--- src/hw/ecp_mode_regs.svh ---
// Register offsets, field positions, encodings and timing counts for the
// parallel port mode control. Assumes byte-wide register port, 11-bit address.
`ifndef ECP_MODE_REGS_SVH
`define ECP_MODE_REGS_SVH

// Register offsets
`define OFF_DATA 11'h000
`define OFF_STATUS 11'h001
`define OFF_CTRL 11'h002
`define OFF_QUEUE 11'h400
`define OFF_CFG_B 11'h401
`define OFF_EXT_CTRL 11'h402
`define OFF_OPTION 11'h403

// Mode field codes
`define MODE_STD 3'h0
`define MODE_BIDIR 3'h1
`define MODE_FIFO 3'h2
`define MODE_ECP 3'h3
`define MODE_EPP 3'h4
`define MODE_TEST 3'h6
`define MODE_CFG 3'h7

// Field positions
`define EXT_MODE_HI 7
`define EXT_MODE_LO 5
`define EXT_FULL 1
`define EXT_EMPTY 0
`define CTRL_STROBE 0
`define CTRL_AUTOFD 1
`define CTRL_INIT 2
`define CTRL_SELIN 3
`define CTRL_DIR 5
`define OPT_EPP 0

// Reset and fixed values
`define CFG_A_VALUE 8'h10
`define CTRL_RESET 6'h00
`define EXT_RESET 8'h00
`define ZERO_BYTE 8'h00

// Handshake timing: forward strobe setup, in ns and cycles at 50 MHz
`define CLK_NS 20
`define HS_SETUP_NS 500
`define HS_SETUP_CYC ((`HS_SETUP_NS + `CLK_NS - 1) / `CLK_NS)

`endif

--- src/hw/ecp_mode_pkg.sv ---
// Types shared by the parallel port mode control.
// Assumes the mode codes named in ecp_mode_regs.svh.
package ecp_mode_pkg;
	// Handshake engine states, one-hot
	typedef enum logic [3:0] {
		HS_IDLE = 4'h1,
		HS_SETUP = 4'h2,
		HS_WAIT = 4'h4,
		HS_DONE = 4'h8
	} hs_state_t;
endpackage : ecp_mode_pkg

--- src/hw/ecp_mode_ctrl.sv ---
// Mode control, FIFO and automatic handshake of an extended parallel port.
// Assumes one 50 MHz clock, synchronous reset, pins from outside the domain.
// What this block does
// RULE1 - Empty bit reads 1 when FIFO holds nothing
// RULE2 - Standard mode: FIFO reset, open-drain, no tristate
// RULE3 - Bidirectional mode: direction tristates, live data read
// RULE4 - FIFO mode sends bytes with standard handshake
// RULE5 - ECP forward merges data and command writes
// RULE6 - ECP reverse fills FIFO from peripheral
// RULE7 - EPP mode only if option enabled
// RULE8 - Test mode FIFO access, nothing sent
// RULE9 - Config mode maps bytes A and B
// RULE10 - Byte B bits 5:3 encode interrupt line
// RULE11 - Byte B bits 2:0 encode DMA channel
// RULE12 - Modes 011/010 start automatic handshake
// RULE13 - Extended modes may only return to 000/001
// RULE14 - Direction changes only in mode 001
// RULE15 - Handshake outputs deasserted before leaving mode; the code drops them one cycle after mode_r changes
// RULE16 - Leaving reverse drops autofeed, discards bytes
// RULE17 - Glitch-free handshake outputs on mode change
// RULE18 - Host sets direction, strobe, autofeed before ECP
// RULE19 - Single bytes; commands tagged, forward only
// RULE20 - Host reverses channel through mode 001
// RULE21 - Reverse keeps filling FIFO, host reads anytime
// RULE22 - Host terminates ECP only in forward direction
// RULE23 - Mode held in extended control bits 7:5
// RULE24 - Direction 0 output, 1 input outside 000/010
`timescale 1ns/1ns
`include "ecp_mode_regs.svh"

module ecp_mode_ctrl #(
	parameter int DEPTH = 16,
	parameter int AW = 4,
	parameter logic [3:0] IRQ_LINE = 4'h7,
	parameter logic [2:0] DMA_CHAN = 3'h3,
	parameter logic [7:0] SETUP_CYC = 8'(`HS_SETUP_CYC)
) (
	// Clock and reset
	input wire logic clk_sys,
	input wire logic sys_rst,
	// Register port
	input wire logic [10:0] reg_addr,
	input wire logic [7:0] reg_wdata,
	input wire logic reg_wr,
	input wire logic reg_rd,
	output logic [7:0] reg_rdata,
	// Data lines, three signals
	input wire logic [7:0] pd_in,
	output logic [7:0] pd_out,
	output logic pd_oe_n,
	// Control outputs, low-active pins and the active-high open-drain enable
	output logic strobe_n_out,
	output logic autofd_n_out,
	output logic init_n_out,
	output logic selin_n_out,
	output logic ctrl_open_drain,
	// Peripheral status inputs
	input wire logic busy_in,
	input wire logic ack_n_in,
	input wire logic fault_n_in,
	input wire logic select_in,
	input wire logic perror_in,
	// Mode indication
	output logic epp_active
);

	// Pin synchronisers, two stages
	logic [12:0] sync1_r, sync2_r;
	logic [7:0] pd_s;
	logic busy_s, ack_n_s, fault_n_s, select_s, perror_s;
	assign {pd_s, busy_s, ack_n_s, fault_n_s, select_s, perror_s} = sync2_r;

	// Register state
	logic [5:0] ctrl_r, ctrl_nxt; // Device control bits
	logic [2:0] mode_r, mode_nxt; // Mode field
	logic [2:0] ext_lo_r, ext_lo_nxt; // Other read/write ecr bits 4:2
	logic [7:0] data_r, data_nxt; // Latched data register
	logic opt_r, opt_nxt; // Chip option: EPP supported
	logic [7:0] rdata_r, rdata_nxt; // Read data
	// FIFO storage and pointers
	logic [8:0] mem_r [DEPTH];
	logic [AW-1:0] wp_r, wp_nxt, rp_r, rp_nxt;
	logic [AW:0] cnt_r, cnt_nxt;
	logic push, pop, fifo_clr;
	logic [8:0] push_word;
	// Handshake engine
	ecp_mode_pkg::hs_state_t hs_r, hs_nxt;
	logic [7:0] tmr_r, tmr_nxt;
	logic [7:0] out_r, out_nxt; // Byte on the data lines
	logic hs_strobe_r, hs_strobe_nxt; // Forward strobe, active high
	logic hs_afd_r, hs_afd_nxt; // Autofeed / host-ack, active high

	// Decoded state
	logic empty, full, dir, fwd_auto, rev_auto, auto_mode;
	logic [2:0] irq_code, dma_code;
	assign empty = (cnt_r == '0); // RULE1
	assign full = (cnt_r == (AW+1)'(DEPTH));
	assign dir = ctrl_r[`CTRL_DIR];
	assign fwd_auto = (mode_r == `MODE_FIFO) ||
		(mode_r == `MODE_ECP && !dir); // RULE4 RULE5 RULE12
	assign rev_auto = (mode_r == `MODE_ECP) && dir; // RULE6 RULE12
	assign auto_mode = fwd_auto || rev_auto;
	assign epp_active = (mode_r == `MODE_EPP) && opt_r; // RULE7

	// Interrupt line code
	always_comb begin
		case (IRQ_LINE) // RULE10
			4'hF: irq_code = 3'h6;
			4'hE: irq_code = 3'h5;
			4'hB: irq_code = 3'h4;
			4'hA: irq_code = 3'h3;
			4'h9: irq_code = 3'h2;
			4'h7: irq_code = 3'h1;
			4'h5: irq_code = 3'h7;
			default: irq_code = 3'h0;
		endcase
	end

	// DMA channel code
	always_comb begin
		case (DMA_CHAN) // RULE11
			3'h1, 3'h2, 3'h3: dma_code = DMA_CHAN;
			default: dma_code = 3'h0;
		endcase
	end

	// Register writes, reads and FIFO host side
	always_comb begin
		logic [2:0] req;
		req = reg_wdata[`EXT_MODE_HI:`EXT_MODE_LO];
		ctrl_nxt = ctrl_r;
		mode_nxt = mode_r;
		ext_lo_nxt = ext_lo_r;
		data_nxt = data_r;
		opt_nxt = opt_r;
		rdata_nxt = `ZERO_BYTE;
		push = 1'b0;
		push_word = {1'b0, reg_wdata};
		pop = 1'b0;
		if (reg_wr) begin
			case (reg_addr)
				`OFF_DATA: begin
					if (mode_r == `MODE_ECP) begin
						// Command bytes only go forward
						push = !dir && !full; // RULE19 RULE5
						push_word = {1'b1, reg_wdata}; // RULE19
					end else begin
						data_nxt = reg_wdata;
					end
				end
				`OFF_CTRL: begin
					ctrl_nxt[4:0] = reg_wdata[4:0];
					if (mode_r == `MODE_BIDIR) begin
						ctrl_nxt[`CTRL_DIR] = reg_wdata[`CTRL_DIR]; // RULE14
					end
				end
				`OFF_QUEUE: begin
					// Data port in FIFO, ECP forward and test modes
					if ((mode_r == `MODE_FIFO || mode_r == `MODE_TEST ||
						(mode_r == `MODE_ECP && !dir)) && !full) begin
						push = 1'b1; // RULE4 RULE5 RULE8
					end
				end
				`OFF_EXT_CTRL: begin
					ext_lo_nxt = reg_wdata[4:2];
					// Extended modes may only drop back to 000/001
					if (mode_r == `MODE_STD || mode_r == `MODE_BIDIR ||
						req == `MODE_STD || req == `MODE_BIDIR) begin
						mode_nxt = req; // RULE13 RULE23
					end
				end
				`OFF_OPTION: opt_nxt = reg_wdata[`OPT_EPP];
				default: ;
			endcase
		end
		if (reg_rd) begin
			case (reg_addr)
				`OFF_DATA: begin
					// Bidirectional mode reads the live lines
					rdata_nxt = (mode_r == `MODE_STD) ? data_r : pd_s; // RULE3
				end
				`OFF_STATUS: rdata_nxt = {!busy_s, ack_n_s, perror_s,
					select_s, fault_n_s, 3'h0};
				`OFF_CTRL: rdata_nxt = {2'h0, ctrl_r};
				`OFF_QUEUE: begin
					if (mode_r == `MODE_CFG) begin
						rdata_nxt = `CFG_A_VALUE; // RULE9
					end else if (mode_r == `MODE_TEST ||
						(mode_r == `MODE_ECP && dir)) begin
						rdata_nxt = mem_r[rp_r][7:0]; // RULE8 RULE21
						pop = !empty;
					end
				end
				`OFF_CFG_B: begin
					if (mode_r == `MODE_CFG) begin
						rdata_nxt = {1'b0, 1'b0, irq_code, dma_code}; // RULE9
					end
				end
				`OFF_EXT_CTRL: rdata_nxt = {mode_r, ext_lo_r, full, empty};
				`OFF_OPTION: rdata_nxt = {7'h0, opt_r};
				default: ;
			endcase
		end
	end

	// Handshake engine: forward strobe/busy and reverse autofd/ack
	always_comb begin
		hs_nxt = hs_r;
		tmr_nxt = tmr_r;
		out_nxt = out_r;
		hs_strobe_nxt = 1'b0;
		hs_afd_nxt = 1'b0;
		case (hs_r)
			ecp_mode_pkg::HS_IDLE: begin
				if (fwd_auto && !empty && !busy_s) begin
					out_nxt = mem_r[rp_r][7:0];
					hs_afd_nxt = (mode_r == `MODE_ECP) && mem_r[rp_r][8];
					tmr_nxt = SETUP_CYC;
					hs_nxt = ecp_mode_pkg::HS_SETUP; // RULE12
				end else if (rev_auto && !full && ack_n_s) begin
					// Next request only once the peripheral released ack
					hs_afd_nxt = 1'b1; // Ask peripheral for a byte
					hs_nxt = ecp_mode_pkg::HS_WAIT; // RULE6 RULE21
				end
			end
			ecp_mode_pkg::HS_SETUP: begin
				hs_afd_nxt = hs_afd_r;
				hs_strobe_nxt = (tmr_r != 8'h0);
				tmr_nxt = tmr_r - 8'h1;
				if (tmr_r == 8'h0) begin
					hs_nxt = ecp_mode_pkg::HS_DONE;
				end
			end
			ecp_mode_pkg::HS_WAIT: begin
				hs_afd_nxt = 1'b1;
				if (!ack_n_s) begin
					hs_afd_nxt = 1'b0;
					hs_nxt = ecp_mode_pkg::HS_DONE;
				end
			end
			ecp_mode_pkg::HS_DONE: begin
				hs_nxt = ecp_mode_pkg::HS_IDLE;
			end
			default: hs_nxt = ecp_mode_pkg::HS_IDLE;
		endcase
		// Leaving automatic mode drops every handshake output one cycle after mode_r changes
		if (!auto_mode) begin
			hs_nxt = ecp_mode_pkg::HS_IDLE; // RULE15 RULE16
			hs_strobe_nxt = 1'b0; // RULE15
			hs_afd_nxt = 1'b0; // RULE16
		end
	end

	// FIFO pointer and count next values
	always_comb begin
		logic hw_pop, hw_push;
		hw_pop = (hs_r == ecp_mode_pkg::HS_SETUP) && (tmr_r == 8'h0);
		hw_push = (hs_r == ecp_mode_pkg::HS_WAIT) && !ack_n_s &&
			rev_auto && !full;
		// Standard mode holds the FIFO empty; stale reverse bytes dropped
		fifo_clr = (mode_r == `MODE_STD) || (mode_r == `MODE_BIDIR); // RULE2 RULE16
		wp_nxt = wp_r;
		rp_nxt = rp_r;
		cnt_nxt = cnt_r;
		if (fifo_clr) begin
			wp_nxt = '0;
			rp_nxt = '0;
			cnt_nxt = '0;
		end else begin
			if (push || hw_push) begin
				wp_nxt = wp_r + AW'(1);
			end
			if (pop || hw_pop) begin
				rp_nxt = rp_r + AW'(1);
			end
			cnt_nxt = cnt_r + (AW+1)'(push || hw_push) -
				(AW+1)'(pop || hw_pop);
		end
	end

	// Pin outputs decoded by gates from flip-flops only, no input paths
	always_comb begin
		pd_out = auto_mode ? out_r : data_r;
		// Only 000 and 010 force output; every other mode honours direction
		pd_oe_n = (mode_r == `MODE_STD || mode_r == `MODE_FIFO) ?
			1'b0 : dir; // RULE2 RULE3 RULE24
		strobe_n_out = !(ctrl_r[`CTRL_STROBE] || hs_strobe_r); // RULE17
		autofd_n_out = !(ctrl_r[`CTRL_AUTOFD] || hs_afd_r); // RULE17
		init_n_out = ctrl_r[`CTRL_INIT];
		selin_n_out = !ctrl_r[`CTRL_SELIN];
		ctrl_open_drain = (mode_r == `MODE_STD); // RULE2
		reg_rdata = rdata_r;
	end

	// Register all state
	always_ff @(posedge clk_sys) begin
		sync1_r <= {pd_in, busy_in, ack_n_in, fault_n_in, select_in, perror_in};
		sync2_r <= sync1_r;
		if (sys_rst) begin
			ctrl_r <= `CTRL_RESET;
			mode_r <= `MODE_STD;
			ext_lo_r <= 3'h0;
			data_r <= `ZERO_BYTE;
			opt_r <= 1'b0;
			rdata_r <= `ZERO_BYTE;
			wp_r <= '0;
			rp_r <= '0;
			cnt_r <= '0;
			hs_r <= ecp_mode_pkg::HS_IDLE;
			tmr_r <= 8'h0;
			out_r <= `ZERO_BYTE;
			hs_strobe_r <= 1'b0;
			hs_afd_r <= 1'b0;
		end else begin
			ctrl_r <= ctrl_nxt;
			mode_r <= mode_nxt;
			ext_lo_r <= ext_lo_nxt;
			data_r <= data_nxt;
			opt_r <= opt_nxt;
			rdata_r <= rdata_nxt;
			wp_r <= wp_nxt;
			rp_r <= rp_nxt;
			cnt_r <= cnt_nxt;
			hs_r <= hs_nxt;
			tmr_r <= tmr_nxt;
			out_r <= out_nxt;
			hs_strobe_r <= hs_strobe_nxt;
			hs_afd_r <= hs_afd_nxt;
		end
	end

	// FIFO storage write, reverse bytes from the lines
	always_ff @(posedge clk_sys) begin
		if (push) begin
			mem_r[wp_r] <= push_word;
		end else if (hs_r == ecp_mode_pkg::HS_WAIT && !ack_n_s && !full) begin
			mem_r[wp_r] <= {1'b0, pd_s}; // RULE6
		end
	end

	// Checks
	empty_flag_a: assert property (@(posedge clk_sys) disable iff (sys_rst)
		(reg_rd && reg_addr == `OFF_EXT_CTRL) |=>
		reg_rdata[`EXT_EMPTY] == $past(empty)) // RULE1
		else $error("empty bit wrong");
	std_fifo_reset_a: assert property (@(posedge clk_sys) disable iff (sys_rst)
		(mode_r == `MODE_STD) |-> ctrl_open_drain ##1 cnt_r == '0) // RULE2
		else $error("fifo not held in standard mode");
	std_no_tristate_a: assert property (@(posedge clk_sys) disable iff (sys_rst)
		(mode_r == `MODE_STD || mode_r == `MODE_FIFO) |-> !pd_oe_n) // RULE2
		else $error("data lines released");
	mode_switch_a: assert property (@(posedge clk_sys) disable iff (sys_rst)
		($changed(mode_r) && $past(mode_r) > `MODE_BIDIR) |->
		mode_r <= `MODE_BIDIR) // RULE13
		else $error("illegal mode switch");
	dir_hold_a: assert property (@(posedge clk_sys) disable iff (sys_rst)
		($past(mode_r) != `MODE_BIDIR) |-> $stable(dir)) // RULE14
		else $error("direction changed outside 001");
	hs_drop_a: assert property (@(posedge clk_sys) disable iff (sys_rst)
		!auto_mode |=> !hs_strobe_r && !hs_afd_r) // RULE15
		else $error("handshake not deasserted");
	cfg_b_read_a: assert property (@(posedge clk_sys) disable iff (sys_rst)
		(reg_rd && reg_addr == `OFF_CFG_B && mode_r == `MODE_CFG) |=>
		reg_rdata[5:0] == {irq_code, dma_code}) // RULE10
		else $error("config byte B wrong");
	epp_sel_a: assert property (@(posedge clk_sys) disable iff (sys_rst)
		epp_active |-> opt_r && mode_r == `MODE_EPP) // RULE7
		else $error("epp without option");
	cmd_fwd_a: assert property (@(posedge clk_sys) disable iff (sys_rst)
		(reg_wr && reg_addr == `OFF_DATA && mode_r == `MODE_ECP && dir)
		|=> cnt_r <= $past(cnt_r)) // RULE19
		else $error("command accepted in reverse");

endmodule : ecp_mode_ctrl

--- config.mk ---
export PLATFORM = sky130hd
export DESIGN_NAME = ecp_mode_ctrl
export DESIGN_NICKNAME = d
export VERILOG_FILES = /design/src/hw/ecp_mode_pkg.sv /design/src/hw/ecp_mode_ctrl.sv
export VERILOG_INCLUDE_DIRS = /design/src /design/src/hw
export SDC_FILE = /design/constraint.sdc
export NUM_CORES = 1
export LEC_CHECK = 0
export BUFFER_PORTS_ARGS = -buffer_cell sky130_fd_sc_hd__buf_2
export CAP_MARGIN = 30
export CORE_MARGIN = 2
export CORE_UTILIZATION = 40
export CTS_BUF_LIST = sky130_fd_sc_hd__clkbuf_8 sky130_fd_sc_hd__clkbuf_16
export CTS_CLUSTER_DIAMETER = 30
export DETAILED_ROUTE_END_ITERATION = 7
export HOLD_SLACK_MARGIN = 0.15
export PLACE_DENSITY_LB_ADDON = 0.15
export SKIP_LAST_GASP = 1
export SYNTH_ARGS = -nofsm -noshare
export SYNTH_HDL_FRONTEND = slang
export SYNTH_SLANG_ARGS = --single-unit
--- constraint.sdc ---
create_clock -name clk_sys -period 3.8 [get_ports clk_sys]
set_input_delay 0.38 -clock clk_sys [delete_from_list [all_inputs] [get_ports clk_sys]]
set_output_delay 0.38 -clock clk_sys [all_outputs]
set_load 0.005 [all_outputs]
# After elaboration in Yosys (flattened, before gate mapping)
# Memories as Yosys holds them, arrays and structs flattened. A register that Yosys moved wholly into a read port is not among the register bits.
# Cells that the tools add are included.
# W data, S select, Z words.
[totals]
register_bits = 90
mem_count = 1
ram_bits = 144
out_inout_bits = 23
[mem_list]
columns = ["memory", "depth", "width", "rd", "rd_clocked_by_memory_dff", "write_ports", "line_no", "text"]
rows = [
  ["mem_r", 16, 9, 1, 1, 1, "ecp_mode_ctrl.sv:81", "logic [8:0] mem_r [DEPTH];"],
]
[op_classes]
eq_ne = 21
n_reduce_logical = 56
bitwise_logic = 5
muxes = 37
addsub = 5
[ops]
columns = ["op", "count"]
rows = [
  ["$pmux W8 S7", 1],
  ["$eq A11 B11 Y1 const B", 4],
  ["$mux W8", 5],
  ["$mux W9", 4],
  ["$mux W4", 7],
  ["$mux W1", 16],
  ["$pmux W8 S2", 1],
  ["$logic_and A1 B1 Y1", 15],
  ["$logic_or A1 B1 Y1", 13],
  ["$pmux W4 S3", 1],
  ["$reduce_and A3 Y1", 4],
  ["$eq A11 B1 Y1 const B", 1],
  ["$eq A11 B2 Y1 const B", 1],
  ["$logic_not A11 Y1", 1],
  ["$reduce_and A2 Y1", 5],
  ["$eq A3 B3 Y1 const B", 3],
  ["$add A4 B1 Y4 const B", 2],
  ["$logic_not A1 Y1", 8],
  ["$logic_not A8 Y1", 1],
  ["$reduce_bool A8 Y1", 1],
  ["$sub A8 B1 Y8 const B", 1],
  ["$eq A3 B1 Y1 const B", 2],
  ["$eq A3 B2 Y1 const B", 2],
  ["$logic_not A3 Y1", 2],
  ["16 further kinds", 23],
]

# Logic depth before layout (Yosys ltp)
# Gate-level depths: netlist of run 1.
[depth]
ltp_word = 10
mapped_depth = 15
mapped_depth_nobuf = 15

# Worst setup path after synthesis of run 1
# No wires, ideal clock.
[synth_path]
path_kind = "input to register"
from = "in reg_addr[5]"
to = "reg cnt_r[4]"
slack_ps = 887
cell_stages = 13
arrival_ps = 2785
path_cell_list = "nor4_4 > nand4b_2 > o22ai_2 > nand2_2 > ha_1 > inv_1 > ha_1 > fa_1 > a21oi_1 > nor2_1 > nor2_1 > xnor2_1 > nor2_1"
[synth_between]
elab_chain_cells = 6
[synth_lines]
columns = ["element", "line_no", "text"]
rows = [
  ["start, declared", "ecp_mode_ctrl.sv:42", "input wire logic [10:0] reg_addr,"],
  ["$eq A11 B11 Y1 or $logic_not A11 Y1 (tied branches)", "ecp_mode_ctrl.sv:141, ecp_mode_ctrl.sv:177", ""],
  ["$pmux W1 S2", "ecp_mode_ctrl.sv:141", "case (reg_addr)"],
  ["$mux W1", "ecp_mode_ctrl.sv:140", "if (reg_wr) begin"],
  ["$logic_or A1 B1 Y1", "ecp_mode_ctrl.sv:276", "cnt_nxt = cnt_r + (AW+1)'(push || hw_push) -"],
  ["$add A5 B1 Y5", "ecp_mode_ctrl.sv:276", ""],
  ["$sub A5 B1 Y5 *", "ecp_mode_ctrl.sv:276", ""],
  ["end signal, assigned", "ecp_mode_ctrl.sv:323", "cnt_r <= cnt_nxt;"],
  ["end, declared", "ecp_mode_ctrl.sv:83", "logic [AW:0] cnt_r, cnt_nxt;"],
]
# Mark *: on every way between the ends. The rest lies on a longest branch, timed or not.
# A chain may end at the register's enable or synchronous reset.

# Final worst setup path of run 1
[layout_path]
from = "reg cnt_r[2]"
to = "reg cnt_r[4]"
[layout_between]
elab_chain_cells = 9
[layout_lines]
columns = ["element", "line_no", "text"]
rows = [
  ["$eq A5 B5 Y1", "ecp_mode_ctrl.sv:97", "assign full = (cnt_r == (AW+1)'(DEPTH));"],
  ["$logic_not A1 Y1", "ecp_mode_ctrl.sv:145, ecp_mode_ctrl.sv:160, ecp_mode_ctrl.sv:259", ""],
  ["$logic_and A1 B1 Y1 (on tied branches)", "ecp_mode_ctrl.sv:159, ecp_mode_ctrl.sv:145", ""],
  ["$mux W1 (on tied branches)", "ecp_mode_ctrl.sv:159, ecp_mode_ctrl.sv:143", ""],
  ["$pmux W1 S2", "ecp_mode_ctrl.sv:141", ""],
  ["$mux W1", "ecp_mode_ctrl.sv:140", ""],
  ["$logic_or A1 B1 Y1", "ecp_mode_ctrl.sv:276", ""],
  ["$add A5 B1 Y5", "ecp_mode_ctrl.sv:276", ""],
  ["$sub A5 B1 Y5 *", "ecp_mode_ctrl.sv:276", ""],
]
# Marked as above.

==> results of run 1 <==
critical path: stages (launching register included):
cell      delay, ns
dfxtp_1        0.32
inv_1          0.08
ha_1           0.19
nor4b_1        0.40
a211oi_1       0.10
a21oi_1        0.55
inv_1          0.10
ha_1           0.29
inv_1          0.04
ha_1           0.20
fa_1           0.40
a21oi_1        0.14
nor2_1         0.05
nor2_1         0.12
xnor2_1        0.13
nor2_1         0.05
cell usage in the layout, fill, tap and decap left out, drive strengths merged, types with 6 or more instances in the layout:
| cell | instances |
|---|---|
| mux2i | 37 |
| inv | 21 |
| nand3 | 12 |
| o21ai | 22 |
| mux2 | 19 |
| a211oi | 6 |
| mux4 | 42 |
| nor2 | 76 |
| nor3 | 12 |
| clkbuf | 45 |
| buf | 85 |
| ha | 12 |
| dlygate4sd3 | 17 |
| dfxtp | 94 |
| clkinv | 14 |
| clkinvlp | 8 |
| bufinv | 6 |
| a21oi | 20 |
| nand2b | 6 |
| nand2 | 34 |
| edfxtp | 144 |
area by class of cell:
type	instances	area (um2)
fill	2078	11900
sequential	238	6210
multi-input combinational	389	3320
clock buffer	45	1110
timing repair buffer	102	683
clock inverter	35	412
tap	324	405
inverter	14	52.6
cells by family (layout without fill, tap and decap cells):
family | Yosys count | after routing | share of synthesized area (%)
adders and majority gates | 13 | 13 | 1.75
muxes | 98 | 98 | 15.8
buffers and inverters | 44 | 196 | 2.05
and+or+nand+nor | 186 | 186 | 9.89
xor gates and xnor gates | 7 | 7 | 0.631
DFF | 238 | 238 | 63.9
AOI/OAI and AO/OA | 85 | 85 | 6.03
metrics by stage:
stage	power (W)	instance area, um2
global route	0.00696	12200
global placement	0.00288	10500
detailed placement	0.00289	10500
CTS	0.00683	12200
finish	0.00678	12200
floorplan	0.00284	9710
flip-flops by register name (all words and copies together) (netlist names), named ones only:
register / cells
ctrl_r: 6
ext_lo_r: 3
cnt_r: 5
out_r: 8
opt_r: 1
hs_strobe_r: 1
hs_r: 4
data_r: 8
mem_r: 144
reg_rdata: 8
wp_r: 4
mode_r: 3
rp_r: 4
hs_afd_r: 1
tmr_r: 8
sync1_r: 13
sync2_r: 13
routing by layer:
| metal | GRT usage, % | wire, um | vias to the layer above |
|---|---|---|---|
| li1 | - | - | 2819 |
| met1 | 26.2 | 10900 | 3067 |
| met2 | 30.8 | 11400 | 168 |
| met3 | 3.79 | 1140 | 50 |
| met4 | 6.06 | 557 | 0 |
| met5 | 0 | 0 | - |
power groups by stage:
| stage | clock network (W) | registers, W | logic, W |
|---|---|---|---|
| floorplan | 0 | 0.00280 | 0.0000351 |
| global placement | 0 | 0.00281 | 0.0000760 |
| detailed placement | 0 | 0.00281 | 0.0000791 |
| CTS | 0.00398 | 0.00276 | 0.0000927 |
| global route | 0.00410 | 0.00276 | 0.000101 |
| finish | 0.00393 | 0.00276 | 0.0000924 |
how the worst max path moves through the flow:
stage | endpoint | slack, ns | cells past startpoint
2_1_floorplan | cnt_r[4]$_SDFF_PP0_ | 0.89 | 13
3_3_place_gp | cnt_r[4]$_SDFF_PP0_ | 0.50 | 14
3_5_place_dp | cnt_r[4]$_SDFF_PP0_ | 0.42 | 14
4_1_cts | cnt_r[4]$_SDFF_PP0_ | 0.54 | 15
5_1_grt | cnt_r[4]$_SDFF_PP0_ | 0.18 | 15
6_report | cnt_r[4]$_SDFF_PP0_ | 0.51 | 15
==> key figures, run 1 <==
STA
  – Worst Skew: 0.0144 ns
  – Hold WS: 0.175 ns
  – Slew margin rel.: 45.5%
  – RSZ-0062 raised after global routing: false
  – Final setup fails: 0
  – Min Tclk post-route: 3.29 ns
  – Final worst slack: 0.513 ns
  – Fin. Hold Viols: 0
  – Post-route clock period utilization: 86.5%
  – Final Max Slew Viols: 0
  – Peak Freq: 304 MHz
  – Setup TNS: 0 ns
  – Worst-margin pin slew: roughly 0.8 ns

Run status
  – Status: completed

Clock tree
  – CTS Buf Count: 44
  – Setup bufs post-CTS: 0
  – TritonCTS clock tree: built
  – Longest Clk Path Bufs: 3
  – CTS clk-pin slew, worst paths: roughly 0.05 ns
  – H-tree depth: 2
  – Worst skew pair latency: approximately 0.53 ns
  – CTS sink cnt: 238
  – CTS root buffer: clkbuf_16
  – Cts repair resizes: 0
  – # hold bufs at CTS: 17

Synth
  – Most frequent cells after synthesis: edfxtp_1, dfxtp_1, nor2_1
  – Top cells by area, synth: edfxtp_1, dfxtp_1, mux4_2
  – Syn_nets: between 700 and 800
  – Synth Register Bits: ~240
  – Sequential cell area fraction in the yosys report: 63.9%
  – Post-synthesis cell area: 9710 um2
  – YS warnings: 0
  – Most frequent cell after synthesis: edfxtp_1
  – Post-synth ARST share: 0%
  – Mean Syn Cell Area: 14.5 um2
  – Commonest register cell after synthesis: edfxtp_1
  – Synth area leader: edfxtp_1
  – Post-synth EDFFs: between 100 and 150
  – Yosys top cell area share: roughly 45%
  – Synth cell types: 70
  – Synth Instances: 671

Global route
  – Total global routing overflow: 0
  – Vias in the first global route: between 6,000 and 7,000
  – Global Route Usage Sum: 19.1%
  – Largest net degree at the start of global routing: 42
  – First-pass GRT wire length: 37,500 um
  – Antenna violations before repair: 0

Drt
  – First drt pass iteration count: 5
  – Total wire length: 24,000 um
  – DRC errors left: 0
  – Detailed-route wire length per cell: 20.9 um
  – Vias per inst: 5.32
  – DRT iter0 DRCs: approximately 400
  – Via count: 6,104
  – Post-DRT Antenna Nets: 0

Floorplanning
  – Die height: between 150 and 200 um
  – Core Rows: 57
  – Width of the die: 160 um
  – Core region area: 24,100 um2
  – Initial Utilization: between 40% and 50%
  – Die ar.: about 26,000 um2
  – IO Pins: 59

Final layout
  – Layout area overhead: 25.5%
  – Fin util: 50.6%
  – Ant diodes: 0
  – Layout net count: 838
  – Fraction of layout cells with a size suffix above 1: ~29%
  – Final non-filler cell total: between 1,000 and 1,500

Setup path
  – Reg2Reg Depth: 15
  – CP arrival: about 3.7 ns
  – Crit path capture type: flip-flop
  – RR Endpoint: cnt_r[4]$_SDFF_PP0_
  – Startpoint Class: flip-flop
  – Kind of critical path: reg -> reg
  – Reg2reg start: cnt_r[2]$_SDFF_PP0_
  – WP data required: roughly 4.2 ns
  – Crit path max fanout: 7
  – R2r setup slk: 0.51 ns
  – Critical path startpoint: cnt_r[2]$_SDFF_PP0_

Pwr
  – Clock share of power: 57.9%
  – Peak supply drop: 0.000394 V
  – NetSw: 0.00142 W
  – Switching Fraction: 20.9%
  – Static Leak: 4.46 nW
  – Logic pwr share: 1.4%
  – PwrDens: 556 nW/um2
  – Reg power frac: 40.7%
  – Pint: 0.00536 W

Worst hold path
  – Worst hold stages: 3
  – Hold Startpoint: reg_wdata[0]
  – Hold Crit Class: in -> reg
  – Hold Path Sink: ctrl_r[0]$_SDFFE_PP0P_

Placement
  – DP Cell Count: between 1,000 and 1,500
  – Detail Placement HPWL: 16,300 um
  – IO buf count: 58
  – RD Place Congestion: 0.849
  – Pre-CTS setup slack: 0.421 ns

Job
  – Max Cap Violations: 0
Note: power is estimated with default switching activity, not from simulation.
==> inputs of run 2 (changes only) <==
Clock period 3.8 ns to 4.1 ns, I/O delays scaled along.
==> key figures, run 2 (synthesized netlist as in run 1, its figures left out) <==
Setup path
  – Critical path's largest stage delay: 0.52 ns (was 0.55 ns)
  – Kind of critical path: reg -> reg (unchanged)
  – CP cell instances: inv_1 > ha_1 > nor4b_1 > a211oi_1 > a21oi_1 > inv_1 > ha_1 > inv_1 > ha_1 > fa_1 > a21oi_1 > nor2_1 > nor2_1 > xnor2_1 > nor2_1 (unchanged)
  – WP data required: 4.49 ns (was 4.20 ns)
  – CP arrival: 3.64 ns (was 3.69 ns)
  – Startpoint Class: flip-flop (unchanged)
  – Worst path buffer plus inverter count: 3 (unchanged)
  – Slowest cell on crit path: a21oi_1 (unchanged)
  – Crit path capture type: flip-flop (unchanged)
  – Worst path top cell family by delay: adder cells (unchanged)
  – Crit path max fanout: 7 (unchanged)

Floorplanning
  – Core region area: 24,100 um2 (unchanged)
  – IO Pins: 59 (unchanged)
  – Width of the die: 160 um (unchanged)
  – Die ar.: 25,500 um2 (unchanged)
  – Die height: 160 um (unchanged)
  – Initial Utilization: 40.3% (unchanged)
  – Core Rows: 57 (unchanged)

Drt
  – First drt pass iteration count: 5 (unchanged)
  – Total wire length: 23,600 um (was 24,000 um)
  – Post-DRT Antenna Nets: 0 (unchanged)
  – DRT iter0 DRCs: 452 (was 408)
  – Detailed-route wire length per cell: 20.7 um (was 20.9 um)
  – DRC errors left: 0 (unchanged)
  – Vias per inst: 5.33 (was 5.32)
  – Via count: 6,089 (was 6,104)

Final layout
  – Layout net count: 832 (was 838)
  – Layout area overhead: 23.5% (was 25.5%)
  – Filler Cells Inserted: 2,156 (was 2,078)
  – Fraction of layout cells with a size suffix above 1: 28.2% (was 28.6%)
  – Fin util: 49.8% (was 50.6%)
  – Largest Register: mem_r (unchanged)
  – Register area: 6210 um2 (unchanged)
  – Area of the multi-input gates: 3320 um2 (unchanged)
  – Ant diodes: 0 (unchanged)
  – Max reg flops: 144 (unchanged)
  – Most frequent cells in the layout: edfxtp_1, dfxtp_1, nor2_1 (unchanged)
  – Largest regs: mem_r (144), sync1_r (13), sync2_r (13) (unchanged)
  – Commonest non-fill, non-tap cell in the layout: edfxtp_1 (unchanged)

Worst hold path
  – Hold Crit Class: in -> reg (unchanged)

Pwr
  – Static Leak: 4.39 nW (was 4.46 nW)
  – NetSw: 0.00125 W (was 0.00142 W)
  – Switching Fraction: 21.1% (was 20.9%)
  – Pint: 0.00467 W (was 0.00536 W)
  – Reg power frac: 43.2% (was 40.7%)
  – Peak supply drop: 0.000393 V (was 0.000394 V)
  – PwrDens: 494 nW/um2 (was 556 nW/um2)
  – Logic pwr share: 1.4% (about the same)
  – Clock share of power: 55.4% (was 57.9%)

STA
  – Fin. Hold Viols: 0 (unchanged)
  – Peak Freq: 307 MHz (was 304 MHz)
  – Worst-margin pin slew: 0.807 ns (was 0.818 ns)
  – Final setup fails: 0 (unchanged)
  – Final Max Slew Viols: 0 (unchanged)
  – Worst Skew: 0.0245 ns (was 0.0144 ns)
  – Slew margin rel.: 46.2% (was 45.5%)
  – RSZ-0062 raised after global routing: false (unchanged)
  – Setup TNS: 0 ns (unchanged)
  – Min Tclk post-route: 3.25 ns (was 3.29 ns)
  – Final worst slack: 0.848 ns (was 0.513 ns)
  – Post-route clock period utilization: 79.3% (was 86.5%)

Global route
  – Vias in the first global route: 6,241 (was 6,386)
  – GRT met1 Usage: 26.0% (was 26.2%)
  – Total global routing overflow: 0 (unchanged)
  – Global Route Usage Sum: 18.9% (was 19.1%)
  – Global routing met3 resource utilization: 3.69% (was 3.79%)
  – Most Used Layer, Global Route: met2 (unchanged)
  – Global Route met2 Usage: 30.6% (was 30.8%)
  – Antenna violations before repair: 0 (unchanged)
  – First-pass GRT wire length: 36,900 um (was 37,500 um)
  – Largest net degree at the start of global routing: 42 (unchanged)

Placement
  – RD Place Congestion: 0.856 (was 0.849)
  – Pre-CTS setup slack: 0.667 ns (was 0.421 ns)
  – IO buf count: 58 (unchanged)
  – Detail Placement HPWL: 16,000 um (was 16,300 um)

Clock tree
  – TritonCTS clock tree: built (unchanged)
  – H-tree depth: 2 (unchanged)
  – CTS sink cnt: 238 (unchanged)
  – Longest Clk Path Bufs: 3 (unchanged)
  – Cts repair resizes: 0 (unchanged)
  – CTS clk-pin slew, worst paths: 0.05 ns (about the same)
  – CTS root buffer: clkbuf_16 (unchanged)
  – CTS Buf Count: 43 (was 44)
  – Setup bufs post-CTS: 0 (unchanged)
  – Worst skew pair latency: 0.52 ns (was 0.53 ns)

Job
  – Max Cap Violations: 0 (unchanged)

Run status
  – Status: completed (unchanged)
[run 2: timing repair]
item                                    in CTS  in global routing
hold endpoints to repair                    13                  0
endpoints found under the setup margin       0                  0
hold buffers                                13                  0
[run 2: stage by stage]
step                instance area [um2]  hold WS [ns]  total power (W)  cells
global route                      12000         0.172          0.00610   1142
floorplan                          9710         0.310          0.00263    671
detailed placement                10500         0.313          0.00268   1049
finish                            12000         0.182          0.00592   1142
CTS                               12000         0.165          0.00598   1142
global placement                  10500         0.313          0.00267   1049
[run 2: cell type report]
class | count | area share (%)
Sequential cell | 238 | 51.8
Clock inverter | 32 | 1.88
Multi-Input combinational cell | 389 | 27.7
Tap cell | 324 | 3.38
Clock buffer | 48 | 9.64
Inverter | 14 | 0.438
Timing Repair Buffer | 97 | 5.24
[run 2: final timing paths]
| kind | slack, ns | end | cells after the start | start |
|---|---|---|---|---|
| min | 0.18 | ctrl_r[1]$_SDFFE_PP0P_ | 3 | reg_wdata[1] |
| min reg2reg | 0.32 | sync2_r[2]$_DFF_P_ | 0 | sync1_r[2]$_DFF_P_ |
| max | 0.85 | cnt_r[4]$_SDFF_PP0_ | 15 | cnt_r[3]$_SDFF_PP0_ |
| max reg2reg | 0.85 | cnt_r[4]$_SDFF_PP0_ | 15 | cnt_r[3]$_SDFF_PP0_ |
[run 2: worst register-to-register path, cell delays in order, from the launching register on]
cell and delay [ns]:
dfxtp_1 0.31, inv_1 0.08, ha_1 0.20, nor4b_1 0.40
a211oi_1 0.10, a21oi_1 0.52, inv_1 0.10, ha_1 0.29
inv_1 0.04, ha_1 0.20, fa_1 0.41, a21oi_1 0.15
nor2_1 0.05, nor2_1 0.11, xnor2_1 0.12, nor2_1 0.05
[run 2: power by group through the flow]
stage / clock network, W / registers [W] / logic (W)
detailed placement: 0 / 0.00260 / 0.0000732
finish: 0.00328 / 0.00256 / 0.0000829
global placement: 0 / 0.00260 / 0.0000702
global route: 0.00346 / 0.00255 / 0.0000904
CTS: 0.00334 / 0.00256 / 0.0000828
floorplan: 0 / 0.00260 / 0.0000325
[run 2: layer usage]
metal  part of all wire (%)  up-vias
li1                       -     2810
met1                     45     3066
met2                     48      170
met3                    4.7       43
met4                    2.0        0
met5                      0        -
==> inputs of run 3 (changes only) <==
Settings changed: ABC_AREA from default to 1.
Clock period 4.1 ns to 2.9 ns, I/O delays scaled along.
==> key figures, run 3 <==
Run status
  – Status: completed (unchanged)

Final layout
  – Most frequent cells in the layout: nor2_1, nand2_1, edfxtp_1 (was edfxtp_1, dfxtp_1, nor2_1)
  – Commonest non-fill, non-tap cell in the layout: nor2_1 (was edfxtp_1)
  – Largest Register: mem_r (unchanged)
  – Layout net count: 1,215 (was 832)
  – Fraction of layout cells with a size suffix above 1: 18.3% (was 28.2%)
  – Max reg flops: 144 (unchanged)
  – Fin util: 52.6% (was 49.8%)
  – Ant diodes: 0 (unchanged)
  – Register area: 6210 um2 (unchanged)
  – Largest regs: mem_r (144), sync1_r (13), sync2_r (13) (unchanged)
  – Area of the multi-input gates: 3220 um2 (was 3320 um2)
  – Layout area overhead: 28.4% (was 23.5%)
  – Final non-filler cell total: 1,533 (was 1,142)
  – Filler Cells Inserted: 2,218 (was 2,156)

Setup path
  – R2r setup slk: 0.23 ns (was 0.85 ns)
  – Startpoint Class: flip-flop (unchanged)
  – CP cell instances: inv_1 > ha_1 > nand3_1 > nand2_1 > a21oi_2 > nand3_2 > nand2_1 > inv_1 > ha_1 > inv_1 > ha_1 > fa_1 > a21oi_1 > nor2_1 > nor2_1 > o21ai_1 > a21oi_1 (was inv_1 > ha_1 > nor4b_1 > a211oi_1 > a21oi_1 > inv_1 > ha_1 > inv_1 > ha_1 > fa_1 > a21oi_1 > nor2_1 > nor2_1 > xnor2_1 > nor2_1)
  – CP arrival: 3.14 ns (was 3.64 ns)
  – Kind of critical path: reg -> reg (unchanged)
  – Critical path's largest stage delay: 0.41 ns (was 0.52 ns)
  – Slowest cell on crit path: fa_1 (was a21oi_1)
  – Reg2reg start: cnt_r[2]$_SDFF_PP0_ (was cnt_r[3]$_SDFF_PP0_)
  – WP data required: 3.37 ns (was 4.49 ns)
  – Critical path startpoint: cnt_r[2]$_SDFF_PP0_ (was cnt_r[3]$_SDFF_PP0_)
  – Crit path capture type: flip-flop (unchanged)
  – Crit path max fanout: 4 (was 7)

STA
  – Fin. Hold Viols: 0 (unchanged)
  – Setup TNS: 0 ns (unchanged)
  – Slew margin rel.: 49.6% (was 46.2%)
  – Final setup fails: 0 (unchanged)
  – Worst-margin pin slew: 0.756 ns (was 0.807 ns)
  – Peak Freq: 375 MHz (was 307 MHz)
  – Final Max Slew Viols: 0 (unchanged)
  – Min Tclk post-route: 2.67 ns (was 3.25 ns)
  – Worst Skew: 0.0122 ns (was 0.0245 ns)
  – Post-route clock period utilization: 92.0% (was 79.3%)
  – RSZ-0062 raised after global routing: false (unchanged)

Pwr
  – Clock share of power: 61.0% (was 55.4%)
  – Peak supply drop: 0.000435 V (was 0.000393 V)
  – NetSw: 0.00201 W (was 0.00125 W)
  – Reg power frac: 37.7% (was 43.2%)
  – Pint: 0.00758 W (was 0.00467 W)
  – Logic pwr share: 1.3% (was 1.4%)
  – Static Leak: 5.07 nW (was 4.39 nW)
  – PwrDens: 748 nW/um2 (was 494 nW/um2)
  – Switching Fraction: 21.0% (was 21.1%)

Synth
  – Synth Instances: 1,033 (was 671)
  – YS warnings: 0 (unchanged)
  – Most frequent cell after synthesis: nor2_1 (was edfxtp_1)
  – Commonest register cell after synthesis: edfxtp_1 (unchanged)
  – Synth Register Bits: 238 (unchanged)
  – Sequential cell area fraction in the yosys report: 62.1% (was 63.9%)
  – Yosys top cell area share: 43.3% (was 44.5%)
  – Post-synth ARST share: 0% (unchanged)
  – Synth cell types: 41 (was 70)
  – Post-synth EDFFs: 144 (unchanged)
  – Syn_nets: 1,082 (was 720)
  – Most frequent cells after synthesis: nor2_1, nand2_1, edfxtp_1 (was edfxtp_1, dfxtp_1, nor2_1)
  – Synth area leader: edfxtp_1 (unchanged)
  – Post-synthesis cell area: 9990 um2 (was 9710 um2)
  – Top cells by area, synth: edfxtp_1, dfxtp_1, nor2_1 (was edfxtp_1, dfxtp_1, mux4_2)
  – Mean Syn Cell Area: 9.67 um2 (was 14.5 um2)

Floorplanning
  – Core Rows: 57 (unchanged)
  – Die height: 162 um (was 160 um)
  – Width of the die: 162 um (was 160 um)
  – Initial Utilization: 41.0% (was 40.3%)
  – IO Pins: 59 (unchanged)
  – Die ar.: 26,300 um2 (was 25,500 um2)
  – Core region area: 24,400 um2 (was 24,100 um2)

Global route
  – Vias in the first global route: 7,125 (was 6,241)
  – Largest net degree at the start of global routing: 63 (was 42)
  – Global Route Usage Sum: 19.7% (was 18.9%)
  – First-pass GRT wire length: 40,000 um (was 36,900 um)
  – Antenna violations before repair: 0 (unchanged)
  – Total global routing overflow: 0 (unchanged)

Placement
  – DP Cell Count: 1,411 (was 1,049)
  – Detail Placement HPWL: 16,400 um (was 16,000 um)
  – RD Place Congestion: 0.882 (was 0.856)
  – IO buf count: 58 (unchanged)

Drt
  – DRC errors left: 0 (unchanged)
  – DRT iter0 DRCs: 494 (was 452)
  – Vias per inst: 4.87 (was 5.33)
  – Post-DRT Antenna Nets: 0 (unchanged)
  – Detailed-route wire length per cell: 16.6 um (was 20.7 um)
  – Via count: 7,469 (was 6,089)
  – Total wire length: 25,400 um (was 23,600 um)
  – First drt pass iteration count: 5 (unchanged)

Clock tree
  – Worst skew pair latency: 0.54 ns (was 0.52 ns)
  – H-tree depth: 2 (unchanged)
  – CTS sink cnt: 238 (unchanged)
  – Longest Clk Path Bufs: 3 (unchanged)
  – TritonCTS clock tree: built (unchanged)
  – CTS root buffer: clkbuf_16 (unchanged)
  – CTS clk-pin slew, worst paths: 0.05 ns (about the same)
  – CTS Buf Count: 51 (was 43)

Job
  – Max Cap Violations: 0 (unchanged)

Worst hold path
  – Hold Crit Class: in -> reg (unchanged)
  – Hold Startpoint: reg_addr[0] (was reg_wdata[1])
==> run 3: cell types whose count changed in the layout (fill, tap and decap cells not counted), moves of 12 or more <==
| cell | change |
|---|---|
| nand3_1 | +61 |
| nor2_1 | +82 |
| inv_1 | +67 |
| o211ai_1 | +21 |
| o21ai_0 | +87 |
| inv_2 | +12 |
| o21ai_1 | +19 |
| mux4_2 | -42 |
| a21oi_1 | +36 |
| mux2_2 | -18 |
| nand2_1 | +117 |
| mux2i_1 | -37 |
==> run 3: final cells by class <==
type                    count  share of cell area (%)
clock inverters            43                    3.75
well taps                 324                    3.16
clock buffers              53                    10.2
inverters                  99                    2.90
flip-flops and latches    238                    48.4
multi-input cells         657                    25.1
repair buffers            119                    6.50
==> run 3: kinds of logic (layout without fill, tap and decap cells) <==
kind of cell	Yosys count	count (layout)	synth area share (%)
buffers and inverters	138	314	5.69
AO/OA/AOI/OAI	222	222	12.1
AND/OR/NAND/NOR	417	417	17.9
adder cells (fa/ha/maj)	13	13	1.70
flip-flops	238	238	62.1
XOR/XNOR	5	5	0.439
==> run 3: power by group through the flow <==
stage | Combinational (W) | Sequential, W | Clock, W
2_1_floorplan | 0.0000421 | 0.00367 | 0
3_3_place_gp | 0.000105 | 0.00368 | 0
3_5_place_dp | 0.000107 | 0.00368 | 0
4_1_cts | 0.000131 | 0.00361 | 0.00594
5_1_grt | 0.000144 | 0.00361 | 0.00611
6_report | 0.000129 | 0.00362 | 0.00585
==> run 3: path summary, 6_finish.rpt <==
check             cells after the start                   to
setup reg to reg                     17  cnt_r[4]$_SDFF_PP0_
hold reg to reg                       0   sync2_r[0]$_DFF_P_
hold / removal                        5   opt_r$_SDFFE_PP0P_
setup / recovery                     17  cnt_r[4]$_SDFF_PP0_
==> run 3: timing repair <==
item	in CTS	in global routing
hold endpoints to repair	39	0
resized for setup	0	2
endpoints found under the setup margin	0	1
buffers inserted	0	2
hold buffers	24	0
==> run 3: metal layers <==
layer  routed length [um]  track usage, %  vias to the layer above
met3                 1140            3.78                       35
met1                12200            27.9                     3467
met4                  338            5.19                        0
li1                     -               -                     3801
met2                11700            31.3                      166
met5                    0               0                        -
==> run 3: stage by stage <==
| step | cell area [um2] | hold slack, ns | setup slack (ns) | power (W) |
|---|---|---|---|---|
| floorplan | 9990 | 0.310 | 0.172 | 0.00371 |
| global placement | 10800 | 0.310 | 0.166 | 0.00378 |
| detailed placement | 10800 | 0.312 | 0.115 | 0.00378 |
| CTS | 12800 | 0.187 | 0.163 | 0.00968 |
| global route | 12800 | 0.212 | 0.00140 | 0.00987 |
| finish | 12800 | 0.209 | 0.233 | 0.00959 |
==> run 3: critical path: cells and delay by family (launching register included) <==
kind / cells / cell delay, ns
buffers and inverters: 3 / 0.16
adder cells (fa/ha/maj): 4 / 1.10
flip-flops: 1 / 0.33
AO/OA/AOI/OAI: 4 / 0.44
AND/OR/NAND/NOR: 6 / 0.59
